==> src/core/prhp_pkg.sv <==
// constants, configuration and status types for the parallel result handshake port
package prhp_pkg;
  localparam int CLK_PERIOD_NS = 4;                      // 250 MHz clock
  localparam int MS_NS = 1000000;                        // one millisecond in ns
  localparam int MS_CYCLES = MS_NS / CLK_PERIOD_NS;      // clocks per ms tick
  localparam int TIMEOUT_DEFAULT_MS = 10000;             // 10 s handshake timeout
  localparam int CMD_SETUP_MS = 5;                       // host code setup before strobe
  localparam int CMD_HOLD_MS = 5;                        // host strobe hold, non-measure
  localparam logic [7:0] CONT_CODE = 8'h01;              // continuous-measurement code
  localparam int QDEPTH = 128;                           // result queue words
  localparam int QAW = 7;                                // queue pointer width
  localparam logic [7:0] MAX_DATA = 8'h20;               // data words per measurement
  localparam logic [7:0] MAX_JUDGE = 8'h02;              // judgment words per measurement
  localparam logic [7:0] MAX_BURST = 8'h22;              // worst-case words per measurement
  localparam logic [15:0] WORD_RST = 16'h0000;           // result word after reset
  localparam logic [1:0] RDY_IMAGE = 2'h0;               // ready at end of image input
  localparam logic [1:0] RDY_MEAS = 2'h1;                // ready at end of measurement
  localparam logic [1:0] RDY_DISP = 2'h2;                // ready at display end

  // user configuration, steady during operation
  typedef struct packed {
    logic        handshake_on;  // results paced by host request
    logic [1:0]  ready_mode;    // RDY_IMAGE / RDY_MEAS / RDY_DISP
    logic        data_out_en;   // data words go to the parallel port
    logic        judge_out_en;  // judgment words go to the parallel port
    logic [5:0]  n_data;        // configured data expressions
    logic [1:0]  n_judge;       // configured judgment expressions
    logic        or_oneshot;    // verdict as one-shot pulse, else level
    logic [15:0] or_time_ms;    // one-shot verdict on-time
    logic [15:0] settle_ms;     // word settle before valid strobe
    logic [15:0] gate_ms;       // valid strobe on-time
    logic [15:0] cycle_ms;      // output cycle per word
    logic [15:0] timeout_ms;    // handshake timeout
  } prhp_cfg_t;

  // events and results from the measurement core
  typedef struct packed {
    logic       image_done;     // pulse: image input finished
    logic       meas_done;      // pulse: measurement finished
    logic       disp_done;      // pulse: display processing finished
    logic       region_fail;    // any region failed
    logic [1:0] expr_fail;      // per judgment expression failure
  } prhp_meas_t;
endpackage

==> src/core/prhp_port.sv <==
// parallel host port: command decode, continuous measurement, result queue and output
// Operation
// - strobe rise with continuous code starts measuring
// - repeat only while code and strobe persist
// - display-end mode waits display before repeating
// - verdict and data timing ignore ready mode
// - word held one cycle, strobe delayed, timed
// - queue results, block measuring until queue empties
// - verdict fails on any failure, level holds
// - up to 32 data words when enabled
// - up to two judgment words when enabled
// - handshake mode releases words on host request
// - handshake mode raises ready at measurement end
// - request rise drives word, strobe after settle
// - request fall drops the valid strobe
// - timeout on idle request or stuck request
// - timeout if request not renewed between words
// - ready drops fast after non-measure command
// - ready low while busy, high when accepting
// - commands honoured only in run mode
`timescale 1ns/100ps
module prhp_port #(
  parameter int MS_CYC = prhp_pkg::MS_CYCLES  // clocks per ms, shorten in simulation
) (
  input  wire logic                  clock,               // 250 MHz clock
  input  wire logic                  rst_n,               // synchronous reset, active low
  input  wire logic [7:0]            command_code_inputs, // command code pins
  input  wire logic                  execute_strobe,      // execute strobe pin
  input  wire logic                  host_data_request,   // host request pin
  input  wire logic                  run_mode,            // device is in run mode
  input  wire logic                  init_done,           // run-mode initialisation finished
  input  wire logic                  cmd_done,            // non-measure command finished
  input  wire prhp_pkg::prhp_cfg_t   cfg,                 // configuration
  input  wire prhp_pkg::prhp_meas_t  meas,                // measurement core events
  input  wire logic [31:0][15:0]     data_words,          // data words, held until next done
  output logic                       ready,               // ready indicator
  output logic                       meas_start,          // pulse: start one measurement
  output logic                       cmd_start,           // pulse: start non-measure command
  output logic [7:0]                 cmd_code,            // code of the accepted command
  output logic                       continuous_active,   // continuous measurement running
  output logic                       queue_blocked,       // measuring held for queue drain
  output logic [15:0]                result_word,         // result data outputs
  output logic                       result_valid,        // valid strobe
  output logic                       fail_verdict,        // overall judgment output
  output logic                       timeout_error,       // handshake timeout seen
  output logic                       config_error         // output timing rejected
);

  // filter used on each synchronised pin: accept a change once stages two and three agree
  function automatic logic [7:0] filt(input logic [7:0] s2, s3, prev);
    filt = (s2 == s3) ? s3 : prev;
  endfunction

  // front end: three-stage synchronisers and the millisecond tick
  logic [2:0]  ex_s_q, ex_s_d, rq_s_q, rq_s_d;   // strobe and request stages
  logic [7:0]  cd1_q, cd2_q, cd3_q;               // code stages
  logic [7:0]  code_f_q, code_f_d;                // filtered code
  logic        ex_f_q, ex_f_d, ex_p_q, rq_f_q, rq_f_d; // filtered levels, strobe history
  logic [17:0] ms_cnt_q, ms_cnt_d;                // tick prescaler
  logic        tick_q, tick_d;                    // one-cycle ms tick

  always_comb
  begin
    ex_s_d   = {ex_s_q[1:0], execute_strobe};
    rq_s_d   = {rq_s_q[1:0], host_data_request};
    code_f_d = filt(cd2_q, cd3_q, code_f_q);
    ex_f_d   = (ex_s_q[1] == ex_s_q[2]) ? ex_s_q[2] : ex_f_q;
    rq_f_d   = (rq_s_q[1] == rq_s_q[2]) ? rq_s_q[2] : rq_f_q;
    tick_d   = (ms_cnt_q == 18'(MS_CYC - 1));
    ms_cnt_d = tick_d ? 18'h00000 : ms_cnt_q + 18'h00001;
  end

  always_ff @(posedge clock)
  begin
    if (!rst_n)
    begin
      ex_s_q <= 3'h0; rq_s_q <= 3'h0;
      cd1_q <= 8'h00; cd2_q <= 8'h00; cd3_q <= 8'h00; code_f_q <= 8'h00;
      ex_f_q <= 1'b0; ex_p_q <= 1'b0; rq_f_q <= 1'b0;
      ms_cnt_q <= 18'h00000; tick_q <= 1'b0;
    end
    else
    begin
      ex_s_q <= ex_s_d; rq_s_q <= rq_s_d;
      cd1_q <= command_code_inputs; cd2_q <= cd1_q; cd3_q <= cd2_q;
      code_f_q <= code_f_d; ex_f_q <= ex_f_d; ex_p_q <= ex_f_q; rq_f_q <= rq_f_d;
      ms_cnt_q <= ms_cnt_d; tick_q <= tick_d;
    end
  end

  // queue state, declared ahead because control checks room
  localparam int QAW_W = prhp_pkg::QAW;
  logic [15:0] q_mem [prhp_pkg::QDEPTH];          // result word store
  logic [QAW_W-1:0] wr_q, wr_d, rd_q, rd_d;        // pointers
  logic [7:0]  cnt_q, cnt_d;                       // words held
  logic [7:0]  ld_rem_q, ld_rem_d, ld_idx_q, ld_idx_d, ld_nd_q, ld_nd_d; // loader
  logic [1:0]  jf_q, jf_d;                         // latched expression failures
  logic        wr_en, pop, flush;                  // queue strobes
  logic [15:0] wr_word;                            // word being loaded

  // control: command accept, continuous measurement, ready indicator
  typedef enum {C_IDLE, C_CMD, C_NEXT, C_MEAS, C_DISP, C_HOLD} prhp_ctl_t; // control states
  prhp_ctl_t  ctl_q, ctl_d;
  logic       cont_q, cont_d, ready_q, ready_d, block_q, block_d; // control flags
  logic       ms_q, ms_d, cs_q, cs_d, init_q, init_d;             // pulses, init seen
  logic [7:0] cc_q, cc_d;                                         // accepted code
  logic [1:0] rmode;                                              // effective ready mode
  logic       accept, keep_on, room;                              // decisions

  always_comb
  begin
    rmode   = cfg.handshake_on ? prhp_pkg::RDY_MEAS : cfg.ready_mode;
    accept  = ex_f_q && !ex_p_q && run_mode && ready_q;
    keep_on = cont_q && (code_f_q == prhp_pkg::CONT_CODE) && ex_f_q;
    room    = (9'(cnt_q) + 9'(ld_rem_q) + 9'(prhp_pkg::MAX_BURST)) <= 9'(prhp_pkg::QDEPTH);
    ctl_d = ctl_q; cont_d = cont_q; ready_d = ready_q; block_d = block_q;
    ms_d = 1'b0; cs_d = 1'b0; cc_d = cc_q; init_d = init_q;
    if (!init_q && init_done)
    begin
      init_d  = 1'b1;            // ready first rises once initialised
      ready_d = 1'b1;
    end
    case (ctl_q)
      C_IDLE:
        if (accept && ctl_q == C_IDLE)
        begin
          ready_d = 1'b0;
          cc_d    = code_f_q;
          if (code_f_q == prhp_pkg::CONT_CODE)
          begin
            cont_d = 1'b1;
            ctl_d  = C_NEXT;
          end
          else
          begin
            cs_d  = 1'b1;        // bank or model work starts
            ctl_d = C_CMD;
          end
        end
      C_CMD:
        if (cmd_done)
        begin
          ready_d = 1'b1;
          ctl_d   = C_IDLE;
        end
      C_NEXT:
        if (!keep_on)
        begin
          cont_d  = 1'b0;
          ready_d = 1'b1;
          ctl_d   = C_IDLE;
        end
        else if (!room)
        begin
          block_d = 1'b1;
          ctl_d   = C_HOLD;
        end
        else
        begin
          ms_d    = 1'b1;
          ready_d = 1'b0;
          ctl_d   = C_MEAS;
        end
      C_MEAS:
      begin
        if (meas.image_done && rmode == prhp_pkg::RDY_IMAGE)
          ready_d = 1'b1;
        if (meas.meas_done)
        begin
          if (rmode == prhp_pkg::RDY_MEAS)
            ready_d = 1'b1;
          ctl_d = (rmode == prhp_pkg::RDY_DISP) ? C_DISP : C_NEXT;
        end
      end
      C_DISP:
        if (meas.disp_done)
        begin
          ready_d = 1'b1;
          ctl_d   = C_NEXT;
        end
      C_HOLD:
        if (cnt_q == 8'h00 && ld_rem_q == 8'h00)
        begin
          block_d = 1'b0;        // queue drained
          ctl_d   = C_NEXT;
        end
      default: ctl_d = C_IDLE;
    endcase
  end

  always_ff @(posedge clock)
  begin
    if (!rst_n)
    begin
      ctl_q <= C_IDLE; cont_q <= 1'b0; ready_q <= 1'b0; block_q <= 1'b0;
      ms_q <= 1'b0; cs_q <= 1'b0; cc_q <= 8'h00; init_q <= 1'b0;
    end
    else
    begin
      ctl_q <= ctl_d; cont_q <= cont_d; ready_q <= ready_d; block_q <= block_d;
      ms_q <= ms_d; cs_q <= cs_d; cc_q <= cc_d; init_q <= init_d;
    end
  end

  // queue: loader copies one measurement's words, output side drains them
  always_comb
  begin
    ld_rem_d = ld_rem_q; ld_idx_d = ld_idx_q; ld_nd_d = ld_nd_q; jf_d = jf_q;
    wr_en    = (ld_rem_q != 8'h00) && (cnt_q != 8'(prhp_pkg::QDEPTH));
    wr_word  = (ld_idx_q < ld_nd_q) ? data_words[ld_idx_q[4:0]]
             : {15'h0000, jf_q[ld_idx_q[0] ^ ld_nd_q[0]]};
    if (wr_en)
    begin
      ld_rem_d = ld_rem_q - 8'h01;
      ld_idx_d = ld_idx_q + 8'h01;
    end
    if (meas.meas_done)
    begin
      // capped counts, zero when the port is not a destination
      ld_nd_d  = cfg.data_out_en ? ((8'(cfg.n_data) > prhp_pkg::MAX_DATA) ?
                 prhp_pkg::MAX_DATA : 8'(cfg.n_data)) : 8'h00;
      ld_rem_d = ld_nd_d + (cfg.judge_out_en ? ((8'(cfg.n_judge) > prhp_pkg::MAX_JUDGE) ?
                 prhp_pkg::MAX_JUDGE : 8'(cfg.n_judge)) : 8'h00);
      ld_idx_d = 8'h00;
      jf_d     = meas.expr_fail;
    end
    wr_d  = wr_en ? wr_q + QAW_W'(1) : wr_q;
    rd_d  = flush ? wr_q : (pop ? rd_q + QAW_W'(1) : rd_q);
    cnt_d = flush ? {7'h00, wr_en} : cnt_q + {7'h00, wr_en} - {7'h00, pop};
  end

  always_ff @(posedge clock)
  begin
    if (wr_en)
      q_mem[wr_q] <= wr_word;
    if (!rst_n)
    begin
      wr_q <= '0; rd_q <= '0; cnt_q <= 8'h00;
      ld_rem_q <= 8'h00; ld_idx_q <= 8'h00; ld_nd_q <= 8'h00; jf_q <= 2'h0;
    end
    else
    begin
      wr_q <= wr_d; rd_q <= rd_d; cnt_q <= cnt_d;
      ld_rem_q <= ld_rem_d; ld_idx_q <= ld_idx_d; ld_nd_q <= ld_nd_d; jf_q <= jf_d;
    end
  end

  // output: paced words or host handshake, shared ms timer
  typedef enum {O_IDLE, O_SETTLE, O_GATE, O_REST, H_REQ, H_SETTLE, H_GATE} prhp_out_t; // output
  prhp_out_t   out_q, out_d;
  logic [16:0] tmr_q, tmr_d;                        // ms since last clr (paced: since word start)
  logic [15:0] word_q, word_d;                      // word on the pins
  logic        gate_q, gate_d, to_q, to_d, cfe_q, cfe_d; // strobe, timeout, config fault
  logic        clr, bad, tmo;                       // timer restart, reject, timed out

  always_comb
  begin
    bad = (17'(cfg.settle_ms) + 17'(cfg.gate_ms)) >= 17'(cfg.cycle_ms);
    tmo = tmr_q >= 17'(cfg.timeout_ms);
    out_d = out_q; word_d = word_q; gate_d = gate_q; to_d = to_q;
    clr = 1'b0; pop = 1'b0; flush = 1'b0;
    if (ms_q)
      to_d = 1'b0;             // new measurement clears a stale timeout
    case (out_q)
      O_IDLE:
        if (cnt_q != 8'h00)
        begin
          clr = 1'b1;
          if (cfg.handshake_on)
            out_d = H_REQ;
          else if (!bad)
          begin
            pop    = 1'b1;     // last word stays on the pins
            word_d = q_mem[rd_q];
            out_d  = O_SETTLE;
          end
        end
      O_SETTLE:
        if (tmr_q >= 17'(cfg.settle_ms))
        begin
          gate_d = 1'b1;
          out_d  = O_GATE;
        end
      O_GATE:
        if (tmr_q >= 17'(cfg.settle_ms) + 17'(cfg.gate_ms))
        begin
          gate_d = 1'b0;
          out_d  = O_REST;
        end
      O_REST:
        if (tmr_q >= 17'(cfg.cycle_ms))
          out_d = O_IDLE;
      H_REQ:
        if (rq_f_q)
        begin
          pop    = 1'b1;
          word_d = q_mem[rd_q];
          clr    = 1'b1;
          out_d  = H_SETTLE;
        end
        else if (tmo)
        begin
          to_d  = 1'b1;
          flush = 1'b1;
          out_d = O_IDLE;
        end
      H_SETTLE:
        if (tmr_q >= 17'(cfg.settle_ms))
        begin
          gate_d = 1'b1;
          clr    = 1'b1;
          out_d  = H_GATE;
        end
      H_GATE:
        if (!rq_f_q)
        begin
          gate_d = 1'b0;
          clr    = 1'b1;
          out_d  = (cnt_q != 8'h00) ? H_REQ : O_IDLE;
        end
        else if (tmo)
        begin
          to_d   = 1'b1;
          gate_d = 1'b0;
          flush  = 1'b1;
          out_d  = O_IDLE;
        end
      default: out_d = O_IDLE;
    endcase
    cfe_d = bad && !cfg.handshake_on;
    tmr_d = clr ? 17'h00000 : ((tick_q && tmr_q != 17'h1ffff) ? tmr_q + 17'h00001 : tmr_q);
  end

  always_ff @(posedge clock)
  begin
    if (!rst_n)
    begin
      out_q <= O_IDLE; tmr_q <= 17'h00000; word_q <= prhp_pkg::WORD_RST;
      gate_q <= 1'b0; to_q <= 1'b0; cfe_q <= 1'b0;
    end
    else
    begin
      out_q <= out_d; tmr_q <= tmr_d; word_q <= word_d;
      gate_q <= gate_d; to_q <= to_d; cfe_q <= cfe_d;
    end
  end

  // overall verdict, level or one-shot, taken at measurement end in every ready mode
  logic        fail_q, fail_d, or_run_q, or_run_d; // verdict and one-shot running
  logic [15:0] or_tmr_q, or_tmr_d;                  // one-shot elapsed ms

  always_comb
  begin
    fail_d = fail_q; or_run_d = or_run_q; or_tmr_d = or_tmr_q;
    if (or_run_q && tick_q)
    begin
      or_tmr_d = or_tmr_q + 16'h0001;
      if (or_tmr_d >= cfg.or_time_ms)
      begin
        fail_d   = 1'b0;   // one-shot expires
        or_run_d = 1'b0;
      end
    end
    if (meas.meas_done)
    begin
      fail_d   = meas.region_fail || (|meas.expr_fail);
      or_run_d = cfg.or_oneshot;                        // level mode holds
      or_tmr_d = 16'h0000;
    end
  end

  always_ff @(posedge clock)
  begin
    if (!rst_n)
    begin
      fail_q <= 1'b0; or_run_q <= 1'b0; or_tmr_q <= 16'h0000;
    end
    else
    begin
      fail_q <= fail_d; or_run_q <= or_run_d; or_tmr_q <= or_tmr_d;
    end
  end

  // all outputs straight from flops
  assign ready             = ready_q;
  assign meas_start        = ms_q;
  assign cmd_start         = cs_q;
  assign cmd_code          = cc_q;
  assign continuous_active = cont_q;
  assign queue_blocked     = block_q;
  assign result_word       = word_q;
  assign result_valid      = gate_q;
  assign fail_verdict      = fail_q;
  assign timeout_error     = to_q;
  assign config_error      = cfe_q;
endmodule

==> config.mk <==
export PLATFORM = sky130hd
export DESIGN_NAME = prhp_port
export DESIGN_NICKNAME = d
export VERILOG_FILES = /design/src/core/prhp_pkg.sv /design/src/core/prhp_port.sv
export SDC_FILE = /design/constraint.sdc
export NUM_CORES = 2
export LEC_CHECK = 0
export BUFFER_PORTS_ARGS = -buffer_cell sky130_fd_sc_hd__buf_2
export CORE_ASPECT_RATIO = 0.7
export CORE_MARGIN = 2
export CORE_UTILIZATION = 55
export CTS_CLUSTER_SIZE = 30
export DETAILED_ROUTE_END_ITERATION = 6
export GPL_ROUTABILITY_DRIVEN = 1
export GPL_TIMING_DRIVEN = 0
export HOLD_SLACK_MARGIN = 0.05
export PLACE_DENSITY = 0.85
export SLEW_MARGIN = 20
export SYNTH_ARGS = -nofsm -noshare
export SYNTH_HDL_FRONTEND = slang
export SYNTH_SLANG_ARGS = --single-unit
==> constraint.sdc <==
create_clock -name clock -period 6.9 [get_ports clock]
set_clock_uncertainty 0.2 [all_clocks]
set_input_delay 1.38 -clock clock [delete_from_list [all_inputs] [get_ports clock]]
set_output_delay 1.38 -clock clock [all_outputs]
set_load 0.05 [all_outputs]
==> results.ini <==
[run_status]
status = finished, final reports clean

[logic_synthesis]
post-synth-top-area-cell = edfxtp_1
synthAdderAreaFrac_pct = 2.14
syn_area_sq_mm = 0.0948
synth_edf_count = 2048
synth_top_family_by_area = multiplexers
synth.most_common_cell = edfxtp_1
synthTopCellsByArea = edfxtp_1 65%, mux4_2 18%, dfxtp_1 4.6%
synth-simple-area-share_pct = 3.67
ys_ff_latch = 2264
synth_warnings = 0
synthMuxAreaShare_pct = 19.3
postSynth.asyncResetShare_pct = 0
avgSynthCellArea_sq_um = 19.2
seq_area_frac_synth_pct = 69.4
ys.flop_type = edfxtp_1
synthCells = 4944
synth_common_cells = 2048 x edfxtp_1, 754 x mux4_2, 319 x nor2_1
synth_top_area_share_pct = 64.9
yosys.area_share.xor_xnor_pct = 1.03
synth_cell_types = 71
synth_compound_area_share_pct = 2.58

[hold_path]
hold_path_class = register to register

[power]
peakVddDrop_mv = 0.290
p_int_mw = 23.0
clkPwrFrac_pct = 36.3
switching_share_pct = 26.2
power.switching_mw = 8.16
p_total_mw = 31.2
leakagePower_nw = 37.3
pwr-share-comb_pct = 13.1
seqPwrFrac_pct = 50.6
power_density_mw_per_mm2 = 280

[final_layout]
register_area_sq_mm = 0.0658
fill_cells = 11000
multi_input_area_sq_mm = 0.0283
final_area_sq_mm = 0.111
area_delta_synth_final_pct = 17.6
post_route_cells_drive_above_1_share_pct = 35.6
fin_nets = 6750

[job]
maxCapViolCount = 0

[worst_setup_path]
arrival_ns = 7.17
cp.required_ns = 7.45
cp_slowest_cell = fa_1
cp_max_fo = 10
crit_path_end_kind = register
start_kind = input pin
max_stage_delay_ns = 0.43
cp_common_cell = ha_1
path_class = input pin to register

[global_route]
grt_max_degree = 44
antenna_found_initial = 97
grt_pass1_vias = 59500
grt_first_pass_wirelength_mm = 523
gr-usage-all-layers_pct = 45.6
gr-total-overflow = 0

[placed_design]
place_congestion = 1.08
place_hpwl_mm = 273
place_area_sq_mm = 0.105
port_buffers = 659

[timing]
hold_viol = 0
period_needed_ns = 6.61
relSlewSlack_pct = 12.7
timing.setup.tns_ns = 0
final_max_slew_viol_count = 0
rsz0062_at_grt = false
min_period_over_period_pct = 95.9
max_freq_mhz = 151
tightest_slew_ns = 1.31
final-setup-viol-count = 0
fin_hold_ws_ns = 0.227

[routing]
via_count = 63700
wl_met3_mm = 78.2
dr.pass1.iters = 7
drc = 0
wl_mm = 405
drt-wirelength-per-cell_um = 47.7
antenna_left = 0
dr_wl_met2_mm = 167
drtIter0Drc = 13500
routed.top_layer = met5
wl_met1_mm = 122
via_per_inst = 7.52

[floorplan]
dieArea_sq_mm = 0.176
die_x_um = 500
coreArea_sq_mm = 0.171
die_h_um = 351
rows = 127
ios = 660
start_util_pct = 55.4

[clock_network]
clock_latency_ns = 0.90
cts_max_level = 4
clock_sinks = 2264
cts_tree = done
cts-buffers-inserted = 197
clockRootBuffer = clkbuf_16
clkTransAtPathRegs_ns = 0.07
clockBufferDepth = 3
cts_hold_buf = 0

-- final cells by class --
cell class / count / area share, %
antenna: 95 / 0.213
tap: 2257 / 2.53
buffer: 262 / 1.25
clock inverter: 103 / 0.924
clock buffer: 262 / 4.75
sequential: 2264 / 59.0
timing repair buffer: 792 / 5.48
multi-input combinational: 2326 / 25.4
inverter: 120 / 0.404
-- routing by layer --
layer  vias to the layer above  GRT usage (%)
met5                         -           5.50
met2                      7707           62.0
met1                     31800           53.0
met3                      1840           27.8
li1                      22400              -
met4                        78           31.8
-- power groups by stage --
stage	combinational, mW	clock [mW]	sequential, mW
finish	4.09	11.3	15.8
global route	4.14	11.6	15.8
CTS	3.88	11.1	15.8
detailed placement	3.81	0	16.0
global placement	3.21	0	16.3
floorplan	1.82	0	16.1
-- registers in the layout, indices dropped and copies added, names as in the netlist, 2 cells and up, named ones only --
register	flops
cd3_q	8
ld_rem_q	8
rd_q	7
out_q	32
ld_nd_q	6
cnt_q	8
cd1_q	8
cmd_code	8
result_word	16
ctl_q	3
q_mem	2048
tmr_q	17
jf_q	2
ms_cnt_q	18
or_tmr_q	16
rq_s_q	3
cd2_q	8
code_f_q	8
ex_s_q	3
ld_idx_q	8
wr_q	7
-- repair_timing --
action,4_1_cts,5_1_grt
setup endpoints to repair,3,3
pin swaps,1,0
buffers inserted,1,1
gates resized for setup,3,4
-- layout by cell type (no fill, tap or decap), drive strengths merged, types with 54 or more instances in the layout --
master	instances
xnor2	54
a21oi	132
mux4	754
ha	156
clkbuf	384
mux2i	120
diode	95
dfxtp	216
xor2	58
edfxtp	2048
nor2	319
inv	127
nand3	61
nand2	149
buf	931
o21ai	69
clkinv	76
-- critical path, delay by kind of cell --
kind / cells / cell delay (ns)
buffers and inverters: 5 / 0.66
xor gates and xnor gates: 2 / 0.34
AOI/OAI and AO/OA: 13 / 2.48
adders and majority gates: 5 / 1.41
and+or+nand+nor: 5 / 0.88
-- stage by stage --
step                worst slack, ns  utilization (%)  cells
floorplan                     0.161                -   4972
global placement              -4.10             59.0   7888
detailed placement            -1.20             61.2   8019
CTS                          0.0681             64.9   8385
global route                  0.109             65.0   8446
finish                        0.285             65.1   8481
-- cell families after synthesis --
family	after synthesis
AOI/OAI and AO/OA	387
xor gates and xnor gates	112
adders and majority gates	160
buffers and inverters	382
DFF	2264
muxes	887
other	1
and+or+nand+nor	751
-- path summary, 6_finish.rpt --
check / startpoint / cells after the start / slack [ns] / to
max: cfg[32] / 30 / 0.29 / cnt_q[7]
min: cd1_q[0] / 1 / 0.23 / cd2_q[0]
max reg2reg: register / 10 / 1.06 / result_word[5]
min reg2reg: cd1_q[0] / 1 / 0.23 / cd2_q[0]
Power figures use the tool's default switching activity.
